<file path="src/core/qbis_defs.svh">
// Constants for the baud prescaler and interrupt share block
`ifndef QBIS_DEFS_SVH
`define QBIS_DEFS_SVH
// Port count, fixed by the register window layout
`define QBIS_NUM_PORTS  4
// Prescaler last-count per reference mode
`define QBIS_PRE_W       2
`define QBIS_LAST_QUART  2'h3
`define QBIS_LAST_HALF   2'h1
`define QBIS_LAST_FULL   2'h0
// Register word indices
`define QBIS_A_W         6
`define QBIS_OFS_DIV     3'h0
`define QBIS_OFS_ISP     3'h7
`define QBIS_IDX_STAT    6'h20
`define QBIS_IDX_CLR     6'h21
`define QBIS_IDX_EN      6'h22
`define QBIS_IDX_MODE    6'h23
// Reset values and field layout
`define QBIS_DIV_RST     16'h0001
`define QBIS_EVT_W       5
`define QBIS_ISP_W       8
`define QBIS_HOLD_MIN    4'h8
`endif

</file>
<file path="src/core/qbis_pkg.sv">
// Types shared by the baud prescaler and interrupt share block
package qbis_pkg;
    // Baud reference modes, selected by the board strap
    typedef enum logic [1:0] {
        QBIS_QUARTER = 2'b00,
        QBIS_HALF    = 2'b01,
        QBIS_FULL    = 2'b10
    } qbis_rate_t;
    // Per-port interrupt line modes
    typedef enum logic [1:0] {
        QBIS_NORMAL = 2'b00,
        QBIS_SHARED = 2'b01,
        QBIS_MASTER = 2'b10
    } qbis_irq_mode_t;
endpackage

</file>
<file path="src/core/qbis_baud_if.sv">
// Link between the prescaler and one port baud generator
`timescale 1ns/1ns
interface qbis_baud_if #(parameter int DIV_W = 16);
    logic             ref_tick;
    logic [DIV_W-1:0] divisor;
    logic             baud_tick;
    modport src (output ref_tick, output divisor, input baud_tick);
    modport gen (input ref_tick, input divisor, output baud_tick);
endinterface

</file>
<file path="src/core/qbis_top.sv">
// Baud prescaler, interrupt sharing and status port for four serial ports
// Function
// - One board strap picks divide 4, 2, 1
// - Divide-by-4 gives conventional rates up to 115.2K
// - Divide-by-2 doubles every rate, up to 230.4K
// - Divide-by-1 gives the top rate, 460.8K
// - Divide-by-1 line rate is four times nominal
// - Divide-by-1 rate is 460.8K over divisor
// - Divide-by-2 line rate is twice nominal
// - Divide-by-2 rate is 230.4K over divisor
// - Per-port mode: dedicated or shared interrupt line
// - One master port per line adds pull-down
// - Shared line without pull-down cannot interrupt
// - Read-only 8-bit pending summary at offset 7
`timescale 1ns/1ns
`include "qbis_defs.svh"
module qbis_top #(
    parameter int DIV_W = 16
) (
    input  wire logic                          clock_i,
    input  wire logic                          rst_i,
    input  wire logic                          ce_i,
    input  wire logic [1:0]                    clock_mode_strap_i,
    input  wire logic [2*`QBIS_NUM_PORTS-1:0]  port_irq_mode_strap_i,
    input  wire logic                          ext_pulldown_i,
    input  wire logic [`QBIS_NUM_PORTS-1:0]    uart_irq_i,
    input  wire logic [`QBIS_A_W-1:0]          avs_address_i,
    input  wire logic                          avs_read_i,
    input  wire logic                          avs_write_i,
    input  wire logic [31:0]                   avs_writedata_i,
    input  wire logic [3:0]                    avs_byteenable_i,
    output logic [31:0]                        avs_readdata_o,
    output logic                               avs_waitrequest_o,
    output logic                               baud_ref_tick_o,
    output logic [`QBIS_NUM_PORTS-1:0]         baud_tick_o,
    output logic [`QBIS_NUM_PORTS-1:0]         irq_line_o,
    output logic [`QBIS_NUM_PORTS-1:0]         irq_line_oe_o,
    output logic [`QBIS_NUM_PORTS-1:0]         irq_pulldown_o,
    output logic [`QBIS_ISP_W-1:0]             irq_pending_summary_port_o,
    output logic                               irq_o
);
    import qbis_pkg::*;
    localparam int NP = `QBIS_NUM_PORTS;

    // Strap decode, illegal code falls back to quarter rate
    function automatic qbis_rate_t to_rate(input logic [1:0] code);
        qbis_rate_t r;
        r = QBIS_QUARTER;
        unique case (code)
            2'b00:   r = QBIS_QUARTER;
            2'b01:   r = QBIS_HALF;
            2'b10:   r = QBIS_FULL;
            default: r = QBIS_QUARTER;
        endcase
        return r;
    endfunction

    // Prescaler terminal count per mode
    function automatic logic [`QBIS_PRE_W-1:0] last_cnt(input qbis_rate_t r);
        logic [`QBIS_PRE_W-1:0] v;
        v = `QBIS_LAST_QUART;
        unique case (r)
            QBIS_QUARTER: v = `QBIS_LAST_QUART;
            QBIS_HALF:    v = `QBIS_LAST_HALF;
            QBIS_FULL:    v = `QBIS_LAST_FULL;
            default:      v = `QBIS_LAST_QUART;
        endcase
        return v;
    endfunction

    // Byte-lane write merge
    function automatic logic [31:0] wr_merge(input logic [31:0] old,
                                             input logic [31:0] wd,
                                             input logic [3:0]  be);
        logic [31:0] m;
        m = old;
        for (int i = 0; i < 4; i++) begin
            if (be[i]) begin
                m[8*i +: 8] = wd[8*i +: 8];
            end
        end
        return m;
    endfunction

    // ---------------- Strap synchronisers
    logic [1:0]        rate_s1_ff;
    logic [1:0]        rate_s2_ff;
    logic [2*NP-1:0]   mode_s1_ff;
    logic [2*NP-1:0]   mode_s2_ff;
    logic              pd_s1_ff;
    logic              pd_s2_ff;

    // Two flops on every strap pin
    always_ff @(posedge clock_i or posedge rst_i) begin
        if (rst_i) begin
            rate_s1_ff <= '0;
            rate_s2_ff <= '0;
            mode_s1_ff <= '0;
            mode_s2_ff <= '0;
            pd_s1_ff   <= 1'b0;
            pd_s2_ff   <= 1'b0;
        end else if (ce_i) begin
            rate_s1_ff <= clock_mode_strap_i;
            rate_s2_ff <= rate_s1_ff;
            mode_s1_ff <= port_irq_mode_strap_i;
            mode_s2_ff <= mode_s1_ff;
            pd_s1_ff   <= ext_pulldown_i;
            pd_s2_ff   <= pd_s1_ff;
        end
    end

    // ---------------- Reference prescaler
    qbis_rate_t             rate_ff;
    logic [`QBIS_PRE_W-1:0] pre_cnt_ff;
    logic                   ref_tick_ff;
    wire qbis_rate_t        strap_rate = to_rate(rate_s2_ff);
    wire                    rate_chg   = strap_rate != rate_ff;
    wire                    pre_hit    = pre_cnt_ff >= last_cnt(rate_ff);
    wire [`QBIS_PRE_W-1:0]  nxt_pre    = pre_hit ? '0 : pre_cnt_ff + `QBIS_PRE_W'(1);

    // Mode register, counter and reference tick
    always_ff @(posedge clock_i or posedge rst_i) begin
        if (rst_i) begin
            rate_ff     <= QBIS_QUARTER;
            pre_cnt_ff  <= '0;
            ref_tick_ff <= 1'b0;
        end else if (ce_i) begin
            rate_ff     <= strap_rate;
            pre_cnt_ff  <= nxt_pre;
            ref_tick_ff <= pre_hit;
        end
    end
    assign baud_ref_tick_o = ref_tick_ff;

    // ---------------- Avalon slave
    logic                   wait_ff;
    logic [31:0]            rdata_ff;
    logic [DIV_W-1:0]       div_ff [NP];
    logic [`QBIS_EVT_W-1:0] status_ff;
    logic [`QBIS_EVT_W-1:0] en_ff;
    logic [`QBIS_ISP_W-1:0] isp_ff;
    logic                   irq_ff;

    // Address decode
    wire       req     = avs_read_i || avs_write_i;
    wire       in_port = !avs_address_i[`QBIS_A_W-1];
    wire [1:0] pidx    = avs_address_i[4:3];
    wire [2:0] ofs     = avs_address_i[2:0];
    wire       wr_go   = avs_write_i && !wait_ff;
    wire       hit_div = in_port && ofs == `QBIS_OFS_DIV;
    wire       hit_isp = in_port && ofs == `QBIS_OFS_ISP;
    wire       hit_st  = avs_address_i == `QBIS_IDX_STAT;
    wire       hit_clr = avs_address_i == `QBIS_IDX_CLR;
    wire       hit_en  = avs_address_i == `QBIS_IDX_EN;
    wire       hit_md  = avs_address_i == `QBIS_IDX_MODE;

    // Read selection, unmapped words read zero
    wire [31:0] mode_word = 32'({pd_s2_ff, mode_s2_ff, rate_ff});
    wire [31:0] rd_mux    = hit_div ? 32'(div_ff[pidx]) :
                            hit_isp ? 32'(isp_ff) :
                            hit_st  ? 32'(status_ff) :
                            hit_en  ? 32'(en_ff) :
                            hit_md  ? mode_word : 32'h0000_0000;

    // Write data for the own registers
    wire [31:0]            en_new  = wr_merge(32'(en_ff), avs_writedata_i, avs_byteenable_i);
    wire [`QBIS_EVT_W-1:0] clr_new = avs_writedata_i[`QBIS_EVT_W-1:0];
    wire [`QBIS_EVT_W-1:0] clr_msk = (wr_go && hit_clr && avs_byteenable_i[0]) ?
                                     clr_new : '0;

    // Events: port request rising, strap mode change
    wire [`QBIS_EVT_W-1:0] evt = {rate_chg, uart_irq_i & ~isp_ff[NP-1:0]};
    wire [`QBIS_EVT_W-1:0] nxt_status = (status_ff & ~clr_msk) | evt;

    // One wait cycle, then answer
    always_ff @(posedge clock_i or posedge rst_i) begin
        if (rst_i) begin
            wait_ff  <= 1'b1;
            rdata_ff <= '0;
        end else if (ce_i) begin
            wait_ff  <= !(req && wait_ff);
            if (avs_read_i && wait_ff) begin
                rdata_ff <= rd_mux;
            end
        end
    end
    assign avs_waitrequest_o = wait_ff;
    assign avs_readdata_o    = rdata_ff;

    // Divisor registers, one per port window
    always_ff @(posedge clock_i or posedge rst_i) begin
        if (rst_i) begin
            for (int p = 0; p < NP; p++) begin
                div_ff[p] <= DIV_W'(`QBIS_DIV_RST);
            end
        end else if (ce_i && wr_go && hit_div) begin
            div_ff[pidx] <= DIV_W'(wr_merge(32'(div_ff[pidx]), avs_writedata_i,
                                            avs_byteenable_i));
        end
    end

    // Status, enable, summary and interrupt output
    always_ff @(posedge clock_i or posedge rst_i) begin
        if (rst_i) begin
            status_ff <= '0;
            en_ff     <= '0;
            isp_ff    <= '0;
            irq_ff    <= 1'b0;
        end else if (ce_i) begin
            status_ff <= nxt_status;
            isp_ff    <= `QBIS_ISP_W'(uart_irq_i);
            irq_ff    <= |(status_ff & en_ff);
            if (wr_go && hit_en) begin
                en_ff <= en_new[`QBIS_EVT_W-1:0];
            end
        end
    end
    assign irq_pending_summary_port_o = isp_ff;
    assign irq_o                      = irq_ff;

    // ---------------- Per-port baud generators and line drivers
    logic [NP-1:0] master_vec;
    wire           pull_ok = pd_s2_ff || (|master_vec);

    for (genvar p = 0; p < NP; p++) begin : g_port
        wire qbis_irq_mode_t pmode = qbis_irq_mode_t'(mode_s2_ff[2*p +: 2]);
        assign master_vec[p] = pmode == QBIS_MASTER;

        qbis_baud_if #(.DIV_W(DIV_W)) bif ();
        assign bif.ref_tick  = ref_tick_ff;
        assign bif.divisor   = div_ff[p];
        assign baud_tick_o[p] = bif.baud_tick;

        qbis_baud_gen #(.DIV_W(DIV_W)) u_baud (
            .clock_i (clock_i),
            .rst_i   (rst_i),
            .ce_i    (ce_i),
            .bus     (bif.gen)
        );

        qbis_irq_drv u_irq (
            .clock_i    (clock_i),
            .rst_i      (rst_i),
            .ce_i       (ce_i),
            .mode_i     (pmode),
            .req_i      (uart_irq_i[p]),
            .pull_ok_i  (pull_ok),
            .line_o     (irq_line_o[p]),
            .line_oe_o  (irq_line_oe_o[p]),
            .pulldown_o (irq_pulldown_o[p])
        );
    end

    // ---------------- Checks
    logic [3:0] hold_ff;

    // Cycles since the reference mode last moved
    always_ff @(posedge clock_i or posedge rst_i) begin
        if (rst_i) begin
            hold_ff <= '0;
        end else if (!ce_i || rate_chg) begin
            hold_ff <= '0;
        end else if (hold_ff != 4'hF) begin
            hold_ff <= hold_ff + 4'h1;
        end
    end
    wire settled = hold_ff >= `QBIS_HOLD_MIN;
endmodule // qbis_top

</file>
<file path="src/core/qbis_baud_gen.sv">
// Per-port baud divider fed by the shared reference tick
`timescale 1ns/1ns
module qbis_baud_gen #(parameter int DIV_W = 16) (
    input  wire logic  clock_i,
    input  wire logic  rst_i,
    input  wire logic  ce_i,
    qbis_baud_if.gen   bus
);
    logic [DIV_W-1:0] cnt_ff;
    logic             tick_ff;
    wire              reload  = bus.ref_tick && (cnt_ff <= DIV_W'(1));
    wire [DIV_W-1:0]  nxt_cnt = reload ? bus.divisor :
                                bus.ref_tick ? cnt_ff - DIV_W'(1) : cnt_ff;

    // One line tick per divisor reference ticks
    always_ff @(posedge clock_i or posedge rst_i) begin
        if (rst_i) begin
            cnt_ff  <= '0;
            tick_ff <= 1'b0;
        end else if (ce_i) begin
            cnt_ff  <= nxt_cnt;
            tick_ff <= reload;
        end
    end
    assign bus.baud_tick = tick_ff;
endmodule // qbis_baud_gen

</file>
<file path="src/core/qbis_irq_drv.sv">
// Interrupt line driver for one port: normal, shared or master-shared
`timescale 1ns/1ns
module qbis_irq_drv (
    input  wire logic                    clock_i,
    input  wire logic                    rst_i,
    input  wire logic                    ce_i,
    input  wire qbis_pkg::qbis_irq_mode_t mode_i,
    input  wire logic                    req_i,
    input  wire logic                    pull_ok_i,
    output logic                         line_o,
    output logic                         line_oe_o,
    output logic                         pulldown_o
);
    import qbis_pkg::*;
    logic nxt_line;
    logic nxt_oe;
    logic nxt_pd;

    // Drive selection per mode
    always_comb begin
        unique case (mode_i)
            QBIS_NORMAL: begin
                nxt_line = req_i;
                nxt_oe   = 1'b1;
                nxt_pd   = 1'b0;
            end
            QBIS_SHARED: begin
                nxt_line = 1'b1;
                nxt_oe   = req_i && pull_ok_i;
                nxt_pd   = 1'b0;
            end
            QBIS_MASTER: begin
                nxt_line = 1'b1;
                nxt_oe   = req_i;
                nxt_pd   = 1'b1;
            end
            default: begin
                nxt_line = 1'b0;
                nxt_oe   = 1'b0;
                nxt_pd   = 1'b0;
            end
        endcase
    end

    // Registered pin drive
    always_ff @(posedge clock_i or posedge rst_i) begin
        if (rst_i) begin
            line_o     <= 1'b0;
            line_oe_o  <= 1'b0;
            pulldown_o <= 1'b0;
        end else if (ce_i) begin
            line_o     <= nxt_line;
            line_oe_o  <= nxt_oe;
            pulldown_o <= nxt_pd;
        end
    end
endmodule // qbis_irq_drv

</file>
<file path="config.mk">
export PLATFORM = sky130hd
export DESIGN_NAME = qbis_top
export DESIGN_NICKNAME = d
export VERILOG_FILES = /design/src/core/qbis_pkg.sv /design/src/core/qbis_baud_if.sv /design/src/core/qbis_top.sv /design/src/core/qbis_baud_gen.sv /design/src/core/qbis_irq_drv.sv
export VERILOG_INCLUDE_DIRS = /design/src /design/src/core
export SDC_FILE = /design/constraint.sdc
export NUM_CORES = 1
export LEC_CHECK = 0
export BUFFER_PORTS_ARGS = -buffer_cell sky130_fd_sc_hd__buf_2
export CORE_MARGIN = 2
export CORE_UTILIZATION = 34
export CTS_CLUSTER_DIAMETER = 30
export CTS_CLUSTER_SIZE = 14
export DETAILED_ROUTE_END_ITERATION = 10
export PLACE_DENSITY = 0.52
export SLEW_MARGIN = 20
export SYNTH_ARGS = -nofsm -noshare
export SYNTH_HDL_FRONTEND = slang
export SYNTH_SLANG_ARGS = --single-unit
</file>
<file path="constraint.sdc">
create_clock -name clock_i -period 7.6 [get_ports clock_i]
set_input_delay 0.76 -clock clock_i [delete_from_list [all_inputs] [get_ports clock_i]]
set_output_delay 0.76 -clock clock_i [all_outputs]
set_load 0.01 [all_outputs]
</file>
==> out/qor.csv <==
metric,value,unit
status,completed,
initial_core_util,0.345,
worstSetupPathType,reg -> reg,
cts.htree.levels,2,
power_leakage,5.80,nW
area_growth,24.3,%
drive_gt1_frac,0.216,
fp-row-count,64,
finalHoldViolations,0,
post_cts_buffers,0,
drt-total-wl,29.9,mm
pwr-share-seq,0.314,
tns,0,ns
grt-ovfl-total,0,
die_w,180,um
ys_ff_latch,203,
gp_congestion,0.796,
synthCells,1067,
fmax,0.335,GHz
final_antenna_net_count,0,
drc,0,
hp-class,in -> async,
yosysTopAreaCellShare,0.471,
post-route-period-util,0.393,
cp-end-kind,flip-flop,
synth-edff-count,0,
ys_seq_area_frac,0.484,
critPathMaxFanout,16,
vias_per_cell,5.31,
ys.flop_type,dfrtp_1,
ys_async_sr_fraction,1.00,
drt_iter0_drc,580,
post-place-ws,4.17,ns
die_height,180,um
hold_buffers,0,
num_vias,8404,
grt_use_total,0.188,
power_density,364,mW/mm2
layout_common_cells,"198 x dfrtp_1, 125 x nand2_1, 120 x o21ai_0, 81 x buf_2, 57 x clkbuf_16",
antenna_found_initial,0,
coreArea,0.0305,mm2
yosysTopAreaCell,dfrtp_1,
grt_pass1_vias,8255,
drv_cap,0,
cts_tree,built,
cts_num_sinks,203,
p_int,3.38,mW
grt_first_pass_wirelength,48.1,mm
setup_violations,0,
worst_pin_slew,1.07,ns
ios,121,
switching_power,1.38,mW
cts_resized,0,
synth_cell_types,68,
portBuffers,82,
clk_pin_slew,0.05,ns
syn_area_per_cell,9.85,um2
layout_commonest_cell,dfrtp_1,
synth.top_cells.by_area,"dfrtp_1 47%, o21ai_0 5.7%, nand2_1 4.5%",
synth_warnings,0,
cts_max_path_buffers,3,
finalClockSkew,0.0211,ns
die_area,0.0323,mm2
crit_required,8.03,ns
start_kind,flip-flop,
wl_per_cell,18.9,um
synth_area,0.0105,mm2
slew_violations,0,
swShare,0.290,
rsz0062_at_grt,no,
dpl.hpwl,20.4,mm
firstDrtPassIters,5,
numCtsBuffers,56,
cts_root_buf,clkbuf_16,
fin_util,0.429,
antennaDiodeCount,0,
irDropWorstVdd,0.180,mV
setup_ws,4.62,ns
crit_arrival,3.42,ns
final_nets,1231,
insertion_delay,0.56,ns
slew_headroom,0.286,
combPwrFrac,0.173,
post-route-min-period,2.98,ns
clkPwrFrac,0.513,
grt_max_degree,88,
## state kept, by name, indices dropped and copies added, names as in the netlist
register                     flops
baud_ref_tick_o                  1
g_port.bif.divisor              64
irq_o                            1
rate_ff                          2
pre_cnt_ff                       2
pd_s1_ff                         1
g_port.u_baud.bus.baud_tick      4
rate_s2_ff                       2
status_ff                        5
g_port.u_irq.line_o              4
en_ff                            5
avs_readdata_o                  16
mode_s1_ff                       8
mode_s2_ff                       8
avs_waitrequest_o                1
irq_pending_summary_port_o       4
pd_s2_ff                         1
g_port.u_irq.pulldown_o          4
rate_s1_ff                       2
g_port.u_baud.cnt_ff            64
g_port.u_irq.line_oe_o           4
## Yosys cell counts, types with 7 or more instances
cell type and instances:
dfrtp_1 198, nand2_1 127, o21ai_0 120, inv_1 51, a21oi_1 48, clkbuf_1 48
nand3_1 45, nor2_1 37, buf_4 36, nor3_1 32, mux2_2 28, ha_1 27
mux2i_1 20, or4_1 17, mux4_2 16, a2bb2oi_1 15, o22ai_1 15, nor4_1 14
a22oi_1 13, o22a_1 11, nand2b_1 9, o211ai_1 8, o21a_1 8, or3_1 8
a22o_1 7, a31oi_1 7, buf_1 7, o2bb2ai_1 7
## routing by layer
| metal | routed length, um | GRT usage |
|---|---|---|
| met1 | 13800 | 0.256 |
| met2 | 14100 | 0.301 |
| met5 | 0 | 0 |
| met3 | 1370 | 0.0361 |
| met4 | 695 | 0.0650 |
## logic make-up after synthesis
logic type,synth area share
AND/OR/NAND/NOR,0.154
AO/OA/AOI/OAI,0.180
multiplexers,0.0833
XOR/XNOR,0.000833
buffers and inverters,0.0664
flip-flops,0.484
other,0.000357
adder cells (fa/ha/maj),0.0321
## power by group through the flow
stage / combinational [mW] / sequential, mW / clock (mW)
finish: 0.826 / 1.49 / 2.44
global route: 0.945 / 1.53 / 2.55
CTS: 0.829 / 1.49 / 2.48
detailed placement: 0.828 / 1.50 / 0
global placement: 0.817 / 1.50 / 0
floorplan: 0.645 / 1.45 / 0
## per-stage QoR
step	power (mW)	hold WS [ns]	std cells	area, um2
final	4.76	0.318	1583	13100
after floorplan	2.09	0.449	1086	10600
after CTS	4.80	0.343	1583	13100
after global placement	2.31	0.460	1480	11100
after detailed placement	2.33	0.464	1480	11100
after global routing	5.03	0.365	1583	13100
## worst max-delay path, cell delays in order, from the launching register on
cell	delay [ns]
dfrtp_1	0.44
or4_1	0.60
or4_1	0.60
nor2_1	0.86
nor4_1	0.10
a211o_1	0.26
## worst paths after layout
path / startpoint / end / slack, ns / cells past startpoint
max in group asynchronous: rst_i / g_port[1].u_baud.cnt_ff[3]$_DFFE_PP0P_ / 5.97 / 3
setup / recovery: g_port[1].u_baud.cnt_ff[6]$_DFFE_PP0P_ / g_port[1].u_baud.cnt_ff[5]$_DFFE_PP0P_ / 4.62 / 5
setup reg to reg: g_port[1].u_baud.cnt_ff[6]$_DFFE_PP0P_ / g_port[1].u_baud.cnt_ff[5]$_DFFE_PP0P_ / 4.62 / 5
hold reg to reg: avs_readdata_o[9]$_DFFE_PP0P_ / avs_readdata_o[9]$_DFFE_PP0P_ / 0.47 / 2
min in group clock_i: port_irq_mode_strap_i[7] / mode_s1_ff[7]$_DFFE_PP0P_ / 0.44 / 2
hold / removal: rst_i / g_port[2].u_baud.cnt_ff[7]$_DFFE_PP0P_ / 0.32 / 2
## final cells by class
cell class                 count  area (um2)
tap                          396         495
fill                        2952       17400
timing repair buffer          93         495
multi-input combinational    736        4820
clock buffer                  76        1580
clock inverter                27         398
sequential                   203        5090
inverter                      52         203
(Power assumes the default switching activity.)
